===== src/core/acs_pkg.sv =====
// Purpose: Shared constants and types for the converter sequencer
// Assumes: 20 MHz pclk, APB register access, one 32-bit word per register
// Notes:   Result is 10 bits, split over a high and a low byte register
package acs_pkg;

  // ----------------------------------------
  // Register map
  // ----------------------------------------
  localparam logic [7:0] CSR_OFF = 8'h00;
  localparam logic [7:0] HIGH_OFF = 8'h04;
  localparam logic [7:0] LOW_OFF = 8'h08;
  localparam logic [7:0] CSR_RST = 8'h00;
  localparam logic [9:0] RES_RST = 10'h000;
  localparam logic [9:0] RES_FULL = 10'h3FF;
  localparam logic [9:0] RES_ZERO = 10'h000;

  // ----------------------------------------
  // Timing
  // ----------------------------------------
  localparam int CLK_NS = 50;
  localparam int STAB_NS = 1000;
  localparam int STAB_CYC = (STAB_NS + CLK_NS - 1) / CLK_NS;
  localparam int CONV_CYC = 14;
  localparam int CNT_W = 16;

  // ----------------------------------------
  // Types
  // ----------------------------------------
  typedef enum logic [1:0] {
    ACS_IDLE,
    ACS_STAB,
    ACS_CONV
  } acs_state_t;

  typedef struct packed {
    logic done;
    logic speed;
    logic converter_on;
    logic done_irq_enable;
    logic oneshot;
    logic [2:0] chan;
  } acs_csr_t;

  typedef struct packed {
    logic over;
    logic under;
    logic [9:0] code;
  } acs_sample_t;

endpackage : acs_pkg


===== src/core/acs_sequencer.sv =====
// Purpose: Conversion sequencer and result registers of a 10-bit converter
// Assumes: APB slave with no wait states, pclk at 20 MHz
// Notes:   The analog core supplies its sample at the last converter tick
//
// What this block does
// Input above upper reference reads FFh high and 03h low, no overflow flag
// Input below lower reference reads zero in both result bytes
// Three-bit channel field value n selects analog input n
// Mode bit set means single conversion, clear means continuous
// Setting converter-on powers up and starts; done stays low meanwhile
// Writing the channel during a conversion aborts and restarts it
// Each completion while unlocked sets done and loads the 10-bit result
// Interrupt at completion only while interrupt enable is set
// Single mode clears converter-on by hardware at completion
// Software sets converter-on again for each further single conversion
// Continuous mode converts repeatedly without software action
// Continuous result stays valid until the next conversion finishes
// Reading the high byte clears done
// Reading the low byte locks both result registers
// Lock releases on high byte read or converter-on cleared
// While locked, continuous results do not reach the registers
// Software reads low then high byte; high alone is allowed
// Converter-on clear disables converter and stops conversion
// CPU wait has no effect; done interrupt can end it
// Halt disables converter; stabilisation time after wake-up
// High byte holds bits 9:2, low byte bits 1:0, rest zero
// Done is bit 7 and read-only; other bits writable; reset zero
// Conversion takes a fixed configurable count of converter ticks
// Completion while locked is discarded and sets no done
`timescale 1ns/1ns
module acs_sequencer #(
  parameter int ADDR_W = 8,
  parameter int CONV_CYC = acs_pkg::CONV_CYC
) (
  input wire logic pclk,
  input wire logic presetn,
  input wire logic psel,
  input wire logic penable,
  input wire logic pwrite,
  input wire logic [ADDR_W-1:0] paddr,
  input wire logic [31:0] pwdata,
  output logic [31:0] prdata,
  output logic pready,
  output logic pslverr,
  input wire acs_pkg::acs_sample_t sample,
  input wire logic cpu_halt,
  output logic [2:0] conv_chan,
  output logic conv_power,
  output logic conv_start,
  output logic irq
);

  // ----------------------------------------
  // Parameter checks
  // ----------------------------------------
  if (ADDR_W < 4 || ADDR_W > 32) begin : g_bad_addr
    $error("ADDR_W out of range");
  end
  if (CONV_CYC < 1 || CONV_CYC > 65535) begin : g_bad_conv
    $error("CONV_CYC out of range");
  end

  localparam logic [acs_pkg::CNT_W-1:0] CONV_LAST = acs_pkg::CNT_W'(CONV_CYC - 1);
  localparam logic [acs_pkg::CNT_W-1:0] STAB_LAST =
    acs_pkg::CNT_W'(acs_pkg::STAB_CYC - 1);

  // ----------------------------------------
  // Functions
  // ----------------------------------------
  function automatic logic addr_hit(input logic [ADDR_W-1:0] a, input logic [7:0] off);
    addr_hit = (a == ADDR_W'(off));
  endfunction : addr_hit

  // Out-of-range inputs saturate; no overflow flag is kept
  function automatic logic [9:0] clamp(input acs_pkg::acs_sample_t s);
    if (s.over) begin
      clamp = acs_pkg::RES_FULL;
    end else if (s.under) begin
      clamp = acs_pkg::RES_ZERO;
    end else begin
      clamp = s.code;
    end
  endfunction : clamp

  // ----------------------------------------
  // Bus decode
  // ----------------------------------------
  logic setup;
  logic access;
  logic hit_csr;
  logic hit_high;
  logic hit_low;
  logic csr_wr;
  logic high_rd;
  logic low_rd;
  acs_pkg::acs_csr_t wr_csr;

  assign setup = psel && !penable;
  assign access = psel && penable;
  assign hit_csr = addr_hit(paddr, acs_pkg::CSR_OFF);
  assign hit_high = addr_hit(paddr, acs_pkg::HIGH_OFF);
  assign hit_low = addr_hit(paddr, acs_pkg::LOW_OFF);
  assign csr_wr = access && pwrite && hit_csr;
  assign high_rd = access && !pwrite && hit_high;
  assign low_rd = access && !pwrite && hit_low;
  assign wr_csr = acs_pkg::acs_csr_t'(pwdata[7:0]);
  assign pready = access;
  assign pslverr = access && !(hit_csr || hit_high || hit_low);

  // ----------------------------------------
  // State
  // ----------------------------------------
  acs_pkg::acs_csr_t csr_q;
  acs_pkg::acs_csr_t csr_d;
  logic [9:0] res_q;
  logic [9:0] res_d;
  logic lock_q;
  logic lock_d;
  logic halt_q;
  acs_pkg::acs_state_t state_q;
  acs_pkg::acs_state_t state_d;
  logic [acs_pkg::CNT_W-1:0] cnt_q;
  logic [acs_pkg::CNT_W-1:0] cnt_d;
  logic [31:0] prdata_q;
  logic [31:0] prdata_d;
  logic on_now;
  logic tick;
  logic done_evt;
  logic take_res;

  // A fresh write counts at once, so a write clearing converter-on stops at once without a restart pulse
  assign on_now = csr_wr ? wr_csr.converter_on : csr_q.converter_on;
  assign take_res = done_evt && !lock_q;

  acs_rate_div u_div (
    .pclk(pclk),
    .presetn(presetn),
    .run(state_q == acs_pkg::ACS_CONV),
    .div4(csr_q.speed),
    .tick(tick)
  );

  // ----------------------------------------
  // Conversion sequence
  // ----------------------------------------
  always_comb begin
    state_d = state_q;
    cnt_d = cnt_q;
    conv_start = 1'b0;
    done_evt = 1'b0;
    if (cpu_halt) begin
      state_d = acs_pkg::ACS_IDLE;
    end else if (halt_q) begin
      state_d = acs_pkg::ACS_STAB;
      cnt_d = '0;
    end else begin
      case (state_q)
        acs_pkg::ACS_IDLE: begin
          if (on_now) begin
            state_d = acs_pkg::ACS_CONV;
            cnt_d = '0;
            conv_start = 1'b1;
          end
        end
        acs_pkg::ACS_STAB: begin
          // Results before the analog core settles would be inaccurate
          if (cnt_q == STAB_LAST) begin
            state_d = acs_pkg::ACS_IDLE;
          end else begin
            cnt_d = cnt_q + 1'b1;
          end
        end
        acs_pkg::ACS_CONV: begin
          if (!on_now) begin
            state_d = acs_pkg::ACS_IDLE;
          end else if (csr_wr) begin
            cnt_d = '0;
            conv_start = 1'b1;
          end else if (tick) begin
            if (cnt_q == CONV_LAST) begin
              done_evt = 1'b1;
              if (csr_q.oneshot) begin
                state_d = acs_pkg::ACS_IDLE;
              end else begin
                cnt_d = '0;
                conv_start = 1'b1;
              end
            end else begin
              cnt_d = cnt_q + 1'b1;
            end
          end
        end
        default: begin
          state_d = acs_pkg::ACS_IDLE;
          cnt_d = '0;
        end
      endcase
    end
  end

  always_ff @(posedge pclk or negedge presetn) begin
    if (!presetn) begin
      state_q <= acs_pkg::ACS_IDLE;
      cnt_q <= '0;
      halt_q <= 1'b0;
    end else begin
      state_q <= state_d;
      cnt_q <= cnt_d;
      halt_q <= cpu_halt;
    end
  end

  // ----------------------------------------
  // Control, result and lock
  // ----------------------------------------
  always_comb begin
    csr_d = csr_q;
    res_d = res_q;
    lock_d = lock_q;
    if (csr_wr) begin
      csr_d = wr_csr;
      csr_d.done = csr_q.done;
    end else if (done_evt && csr_q.oneshot) begin
      csr_d.converter_on = 1'b0;
    end
    if (high_rd) begin
      csr_d.done = 1'b0;
    end
    if (take_res) begin
      csr_d.done = 1'b1;
      res_d = clamp(sample);
    end
    if (low_rd) begin
      lock_d = 1'b1;
    end
    if (high_rd || (csr_q.converter_on && !csr_d.converter_on)) begin
      lock_d = 1'b0;
    end
  end

  always_ff @(posedge pclk or negedge presetn) begin
    if (!presetn) begin
      csr_q <= acs_pkg::acs_csr_t'(acs_pkg::CSR_RST);
      res_q <= acs_pkg::RES_RST;
      lock_q <= 1'b0;
    end else begin
      csr_q <= csr_d;
      res_q <= res_d;
      lock_q <= lock_d;
    end
  end

  // ----------------------------------------
  // Read data
  // ----------------------------------------
  // Captured in the setup cycle so the access phase needs no wait state
  always_comb begin
    prdata_d = prdata_q;
    if (setup) begin
      prdata_d = 32'h0000_0000;
      if (hit_csr) begin
        prdata_d[7:0] = csr_q;
      end else if (hit_high) begin
        prdata_d[7:0] = res_q[9:2];
      end else if (hit_low) begin
        prdata_d[1:0] = res_q[1:0];
      end
    end
  end

  always_ff @(posedge pclk or negedge presetn) begin
    if (!presetn) begin
      prdata_q <= 32'h0000_0000;
    end else begin
      prdata_q <= prdata_d;
    end
  end

  // ----------------------------------------
  // Outputs to the analog core and CPU
  // ----------------------------------------
  assign prdata = prdata_q;
  assign conv_chan = csr_q.chan;
  assign conv_power = csr_q.converter_on && !cpu_halt;
  // Level output, so it also releases a waiting CPU
  assign irq = csr_q.done && csr_q.done_irq_enable;

  // ----------------------------------------
  // Assertions
  // ----------------------------------------
  a_clamp_full: assert property (@(posedge pclk) disable iff (!presetn)
    take_res && sample.over |=> res_q == 10'h3FF)
    else $error("over-range result not saturated");

  a_clamp_zero: assert property (@(posedge pclk) disable iff (!presetn)
    take_res && sample.under && !sample.over |=> res_q == 10'h000)
    else $error("under-range result not zero");

  a_chan_out: assert property (@(posedge pclk) disable iff (!presetn)
    csr_wr |=> conv_chan == $past(pwdata[2:0]))
    else $error("channel output does not follow write");

  a_start_on: assert property (@(posedge pclk) disable iff (!presetn)
    state_q == acs_pkg::ACS_IDLE && csr_wr && wr_csr.converter_on && !cpu_halt && !halt_q
    |-> conv_start ##1 state_q == acs_pkg::ACS_CONV)
    else $error("converter-on did not start a conversion");

  a_chan_restart: assert property (@(posedge pclk) disable iff (!presetn)
    state_q == acs_pkg::ACS_CONV && csr_wr && wr_csr.converter_on && !cpu_halt && !halt_q
    |-> conv_start ##1 cnt_q == '0)
    else $error("channel write did not restart");

  a_done_sets: assert property (@(posedge pclk) disable iff (!presetn)
    take_res |=> csr_q.done && irq == csr_q.done_irq_enable)
    else $error("completion did not set done");

  a_oneshot_off: assert property (@(posedge pclk) disable iff (!presetn)
    done_evt && csr_q.oneshot && !csr_wr |=> !csr_q.converter_on)
    else $error("single mode left converter on");

  a_cont_rerun: assert property (@(posedge pclk) disable iff (!presetn)
    done_evt && !csr_q.oneshot && !csr_wr && !cpu_halt |-> conv_start)
    else $error("continuous mode did not restart");

  a_done_clear: assert property (@(posedge pclk) disable iff (!presetn)
    high_rd && !take_res |=> !csr_q.done)
    else $error("high byte read did not clear done");

  a_lock_hold: assert property (@(posedge pclk) disable iff (!presetn)
    lock_q |=> $stable(res_q))
    else $error("locked result changed");

  a_lock_free: assert property (@(posedge pclk) disable iff (!presetn)
    high_rd |=> !lock_q)
    else $error("lock held after high byte read");

  a_off_power: assert property (@(posedge pclk) disable iff (!presetn)
    !csr_q.converter_on || cpu_halt |-> !conv_power)
    else $error("converter powered while off or halted");

  a_halt_stab: assert property (@(posedge pclk) disable iff (!presetn)
    $fell(cpu_halt) |=> state_q == acs_pkg::ACS_STAB ##1 !conv_start)
    else $error("no stabilisation after halt");

  a_low_zero: assert property (@(posedge pclk) disable iff (!presetn)
    setup && hit_low |=> prdata[31:2] == 30'h0)
    else $error("low byte upper bits not zero");

  a_done_ro: assert property (@(posedge pclk) disable iff (!presetn)
    csr_wr && !take_res && !high_rd |=> csr_q.done == $past(csr_q.done))
    else $error("software changed done");

  a_drop_locked: assert property (@(posedge pclk) disable iff (!presetn)
    done_evt && lock_q && !high_rd |=> csr_q.done == $past(csr_q.done) && $stable(res_q))
    else $error("locked completion changed done or result");

  c_oneshot: cover property (@(posedge pclk) disable iff (!presetn)
    done_evt && csr_q.oneshot);
  c_cont_two: cover property (@(posedge pclk) disable iff (!presetn)
    done_evt && !csr_q.oneshot ##[1:200] done_evt);
  c_locked_drop: cover property (@(posedge pclk) disable iff (!presetn)
    done_evt && lock_q);
  c_halt_wake: cover property (@(posedge pclk) disable iff (!presetn)
    $fell(cpu_halt) ##[1:40] conv_start);

endmodule : acs_sequencer


===== src/core/acs_rate_div.sv =====
// Purpose: Converter clock enable, pclk/2 or pclk/4
// Assumes: One clock domain, enable is a one-cycle pulse
// Notes:   Rate changes take effect at once, without restarting the counter
`timescale 1ns/1ns
module acs_rate_div (
  input wire logic pclk,
  input wire logic presetn,
  input wire logic run,
  input wire logic div4,
  output logic tick
);

  logic [1:0] cnt_q;
  logic [1:0] cnt_d;

  // ----------------------------------------
  // Divider
  // ----------------------------------------
  always_comb begin
    cnt_d = cnt_q + 2'h1;
    if (!run) begin
      cnt_d = 2'h0;
    end else if (!div4 && cnt_q[0]) begin
      cnt_d = 2'h0;
    end
  end

  always_ff @(posedge pclk or negedge presetn) begin
    if (!presetn) begin
      cnt_q <= 2'h0;
    end else begin
      cnt_q <= cnt_d;
    end
  end

  // Tick on the last count so a fresh start waits one full period
  assign tick = run && (div4 ? (cnt_q == 2'h3) : (cnt_q == 2'h1));

endmodule : acs_rate_div


===== config.mk =====
export PLATFORM = sky130hd
export DESIGN_NAME = acs_sequencer
export DESIGN_NICKNAME = d
export VERILOG_FILES = /design/src/core/acs_pkg.sv /design/src/core/acs_sequencer.sv /design/src/core/acs_rate_div.sv
export SDC_FILE = /design/constraint.sdc
export NUM_CORES = 1
export LEC_CHECK = 0
export ABC_AREA = 1
export BUFFER_PORTS_ARGS = -buffer_cell sky130_fd_sc_hd__buf_2
export CAP_MARGIN = 20
export CORE_MARGIN = 4
export CORE_UTILIZATION = 50
export CTS_BUF_LIST = sky130_fd_sc_hd__clkbuf_16
export CTS_CLUSTER_SIZE = 30
export DETAILED_ROUTE_END_ITERATION = 8
export PLACE_DENSITY = 0.9
export SKIP_LAST_GASP = 1
export SLEW_MARGIN = 40
export SYNTH_ARGS = -nofsm -noshare
export SYNTH_HDL_FRONTEND = slang
export SYNTH_SLANG_ARGS = --single-unit

===== constraint.sdc =====
create_clock -name pclk -period 3.1 [get_ports pclk]
set_clock_uncertainty 0.1 [all_clocks]
set_input_delay 0.93 -clock pclk [delete_from_list [all_inputs] [get_ports pclk]]
set_output_delay 0.93 -clock pclk [all_outputs]
set_load 0.01 [all_outputs]

==> impl_results.md <==
* Prevailing post-synth register cell: dfrtp_1
* Min cycle time layout at 3.13 ns
* Num rows at 29
* Dpl cells at 604
* Area growth syn-to-layout at 17.8%
* Pins Over Slew Limit at 0
* Detailed Route Iter0 Violations at ~150
* Vias in the first global route at ~3,300
* Post-route ant nets at 0
* Finish-stage setup viols at 1
* Post-Syn Area at ~3400 um2
* RR Startpoint: cnt_q[0]
* Final Cycle Share at 101%
* Vias per cell at 5.22
* Hold Violations, Final at 0
* Least-Margin Pin Slew at between 0.6 and 0.7 ns
* Hold Crit Class: reg -> reg
* Fin cells at about 600
* First-pass DRT Iterations at 4
* Setup tns final at -0.0307 ns
* Placer Congestion at 0.874
* Yosys cell types at 40
* Synth area leader: dfrtp_1
* Post-synth EDFFs at 0
* Status: finished with violations
* Dpl hpwl at approximately 6200 um
* Port-buffer cells at 48
* Failing checks: setup timing
* CTS tree: yes
* Worst hold start: u_div.cnt_q[0]
* Fmax at approximately 320 MHz
* Initial Util at between 50% and 60%
* Synthesis Warnings at 0
* Unrepaired setup endpoints after global routing: yes
* Num ports at 98
* CP Launch Type: primary input
* P_leak at roughly 2.1 nW
* CP Data Arrival Time at between 2 and 2.5 ns
* Max-Cap Viols at 0
* CTS buffer count at 5
* DR WL/cell at 13.9 um
* Synth Instances at 476
* Synth top area share at 35.8%
* Initial antenna violation count at 0
* Nets at approximately 600
* Post-synthesis sequential area ratio at between 30% and 40%
* Die Y at ~90 um
* CP max FO at 4
* Top post-synthesis cells by count: nand2_1, inv_1, dfrtp_1, nand3_1, nor2_1
* Die footprint at just over 8000 um2
* Max Root-Sink Buffers at 2
* Htree depth at 2
* Pwr dens at between 300 and 400 nW/um2
* Pin count of the biggest net entering global routing at 30
* # clock sinks at 48
* CP Capture Type: output pin
* ANT cells at 0
* First-pass GRT wire length at around 14,000 um
* VDD IR max at roughly 0.2 mV
* Via Count at approximately 3,200
* Total track usage at a little over a fifth
* Area contributors post-synth: dfrtp_1, nand2_1, inv_1
* Area of the core at 6420 um2
* Residual DRC at 0
* Clk_lat worst skew at a little under 0.3 ns
* Layout cells sized above 1 at between 20% and 30%
* Worst Setup SP: paddr[5]
* Async SR Flop Fraction at 100%
* Most frequent cell after synthesis: nand2_1
* Synth Area per Inst at between 7 and 8 um2
* Die width at 89.9 um
* Root Buffer Master: clkbuf_16
* Synth Register Bits at 48
* Rel. slew slack at between 50% and 60%
* CP required at 2.07 ns
* CP Class: in -> out
* Grt ovf at 0
* Final Worst Setup Slack at -0.0307 ns
* Clk slew on worst S/H paths at ~0.070 ns
* WL final at 8560 um
-- final cells by class --
cell class                 instances  area [um2]
timing repair buffer              74         493
clock inverter                     3        47.5
sequential                        48        1200
fill                             561        2470
tap                               77        96.3
inverter                          80         300
clock buffer                       5         125
multi-input combinational        331        1690
-- path summary, 6_finish.rpt --
path / cells after the start / slack, ns / end
setup / recovery: 11 / -0.03 / conv_start
hold / removal: 1 / 0.39 / u_div.cnt_q[0]
setup reg to reg: 13 / 1.04 / cnt_q[12]
hold reg to reg: 1 / 0.39 / u_div.cnt_q[0]
max in group asynchronous: 2 / 1.71 / state_q[0]
min in group asynchronous: 1 / 0.57 / cnt_q[8]
-- power by group --
| part | internal, W | switching [W] |
|---|---|---|
| sequential | 0.000642 | 0.0000118 |
| clock | 0.000383 | 0.000242 |
| combinational | 0.0000664 | 0.000113 |
-- critical path, cell delays in order --
cell     delay [ns]
buf_2          0.11
nor2_2         0.13
nand2_2        0.11
nor2_8         0.11
buf_6          0.11
nand2_4        0.06
nand2_2        0.08
nand2_2        0.09
nand4_1        0.12
o32ai_2        0.10
buf_2          0.15
-- through the flow --
| step | area (um2) | worst slack, ns | power, W | hold WS [ns] | utilization (%) |
|---|---|---|---|---|---|
| 2_1_floorplan | 3440 | 0.0533 | 0.000779 | 0.344 | - |
| 3_3_place_gp | 3670 | -0.0624 | 0.000825 | 0.356 | 57.1 |
| 3_5_place_dp | 3670 | -0.0413 | 0.000832 | 0.381 | 57.1 |
| 4_1_cts | 3880 | 0.00370 | 0.00146 | 0.389 | 60.5 |
| 5_1_grt | 3950 | -0.116 | 0.00152 | 0.411 | 61.5 |
| 6_report | 3950 | -0.0307 | 0.00146 | 0.393 | 61.5 |
-- state kept, by name, summed over array words and instances (netlist names) --
signal and flops:
csr_q 5, u_div.cnt_q 2, state_q 2, res_q 10
conv_chan 3, prdata 8, halt_q 1, lock_q 1
cnt_q 16
-- what timing repair did --
action | 4_1_cts | 5_1_grt
gates cloned | 0 | 0
endpoints found under the setup margin | 1 | 2
pin swaps | 3 | 9
hold endpoints to repair | 0 | 0
resized for setup | 7 | 10
buffers inserted | 2 | 4
hold buffers | 0 | 0
-- kinds of logic after synthesis --
family,share of synthesized area (%)
compound gates,12.7
xor+xnor,1.57
fa+ha+maj,1.86
buf+inv,17.4
flops,35.8
mux,0.336
other cells,0.112
simple gates,30.3
-- routing by layer --
metal,GRT usage [%],wire length [um]
met3,4.42,553
met1,23.3,3360
met2,39.2,4460
met5,0,0
met4,8.67,187
-- layout by cell type (no fill, tap or decap), types with 3 or more instances in the layout --
| master | count |
|---|---|
| nand2_1 | 100 |
| inv_1 | 78 |
| dfrtp_1 | 48 |
| buf_2 | 44 |
| nand3_1 | 42 |
| nor2_1 | 36 |
| o21ai_0 | 34 |
| conb_1 | 24 |
| buf_4 | 23 |
| a21oi_1 | 16 |
| nand2_2 | 13 |
| nand4_1 | 13 |
| o21ai_2 | 8 |
| nor2_2 | 7 |
| ha_1 | 5 |
| clkbuf_16 | 5 |
| xor2_1 | 4 |
| buf_6 | 4 |
| nor3_1 | 3 |
Power figures use the tool's default switching activity.
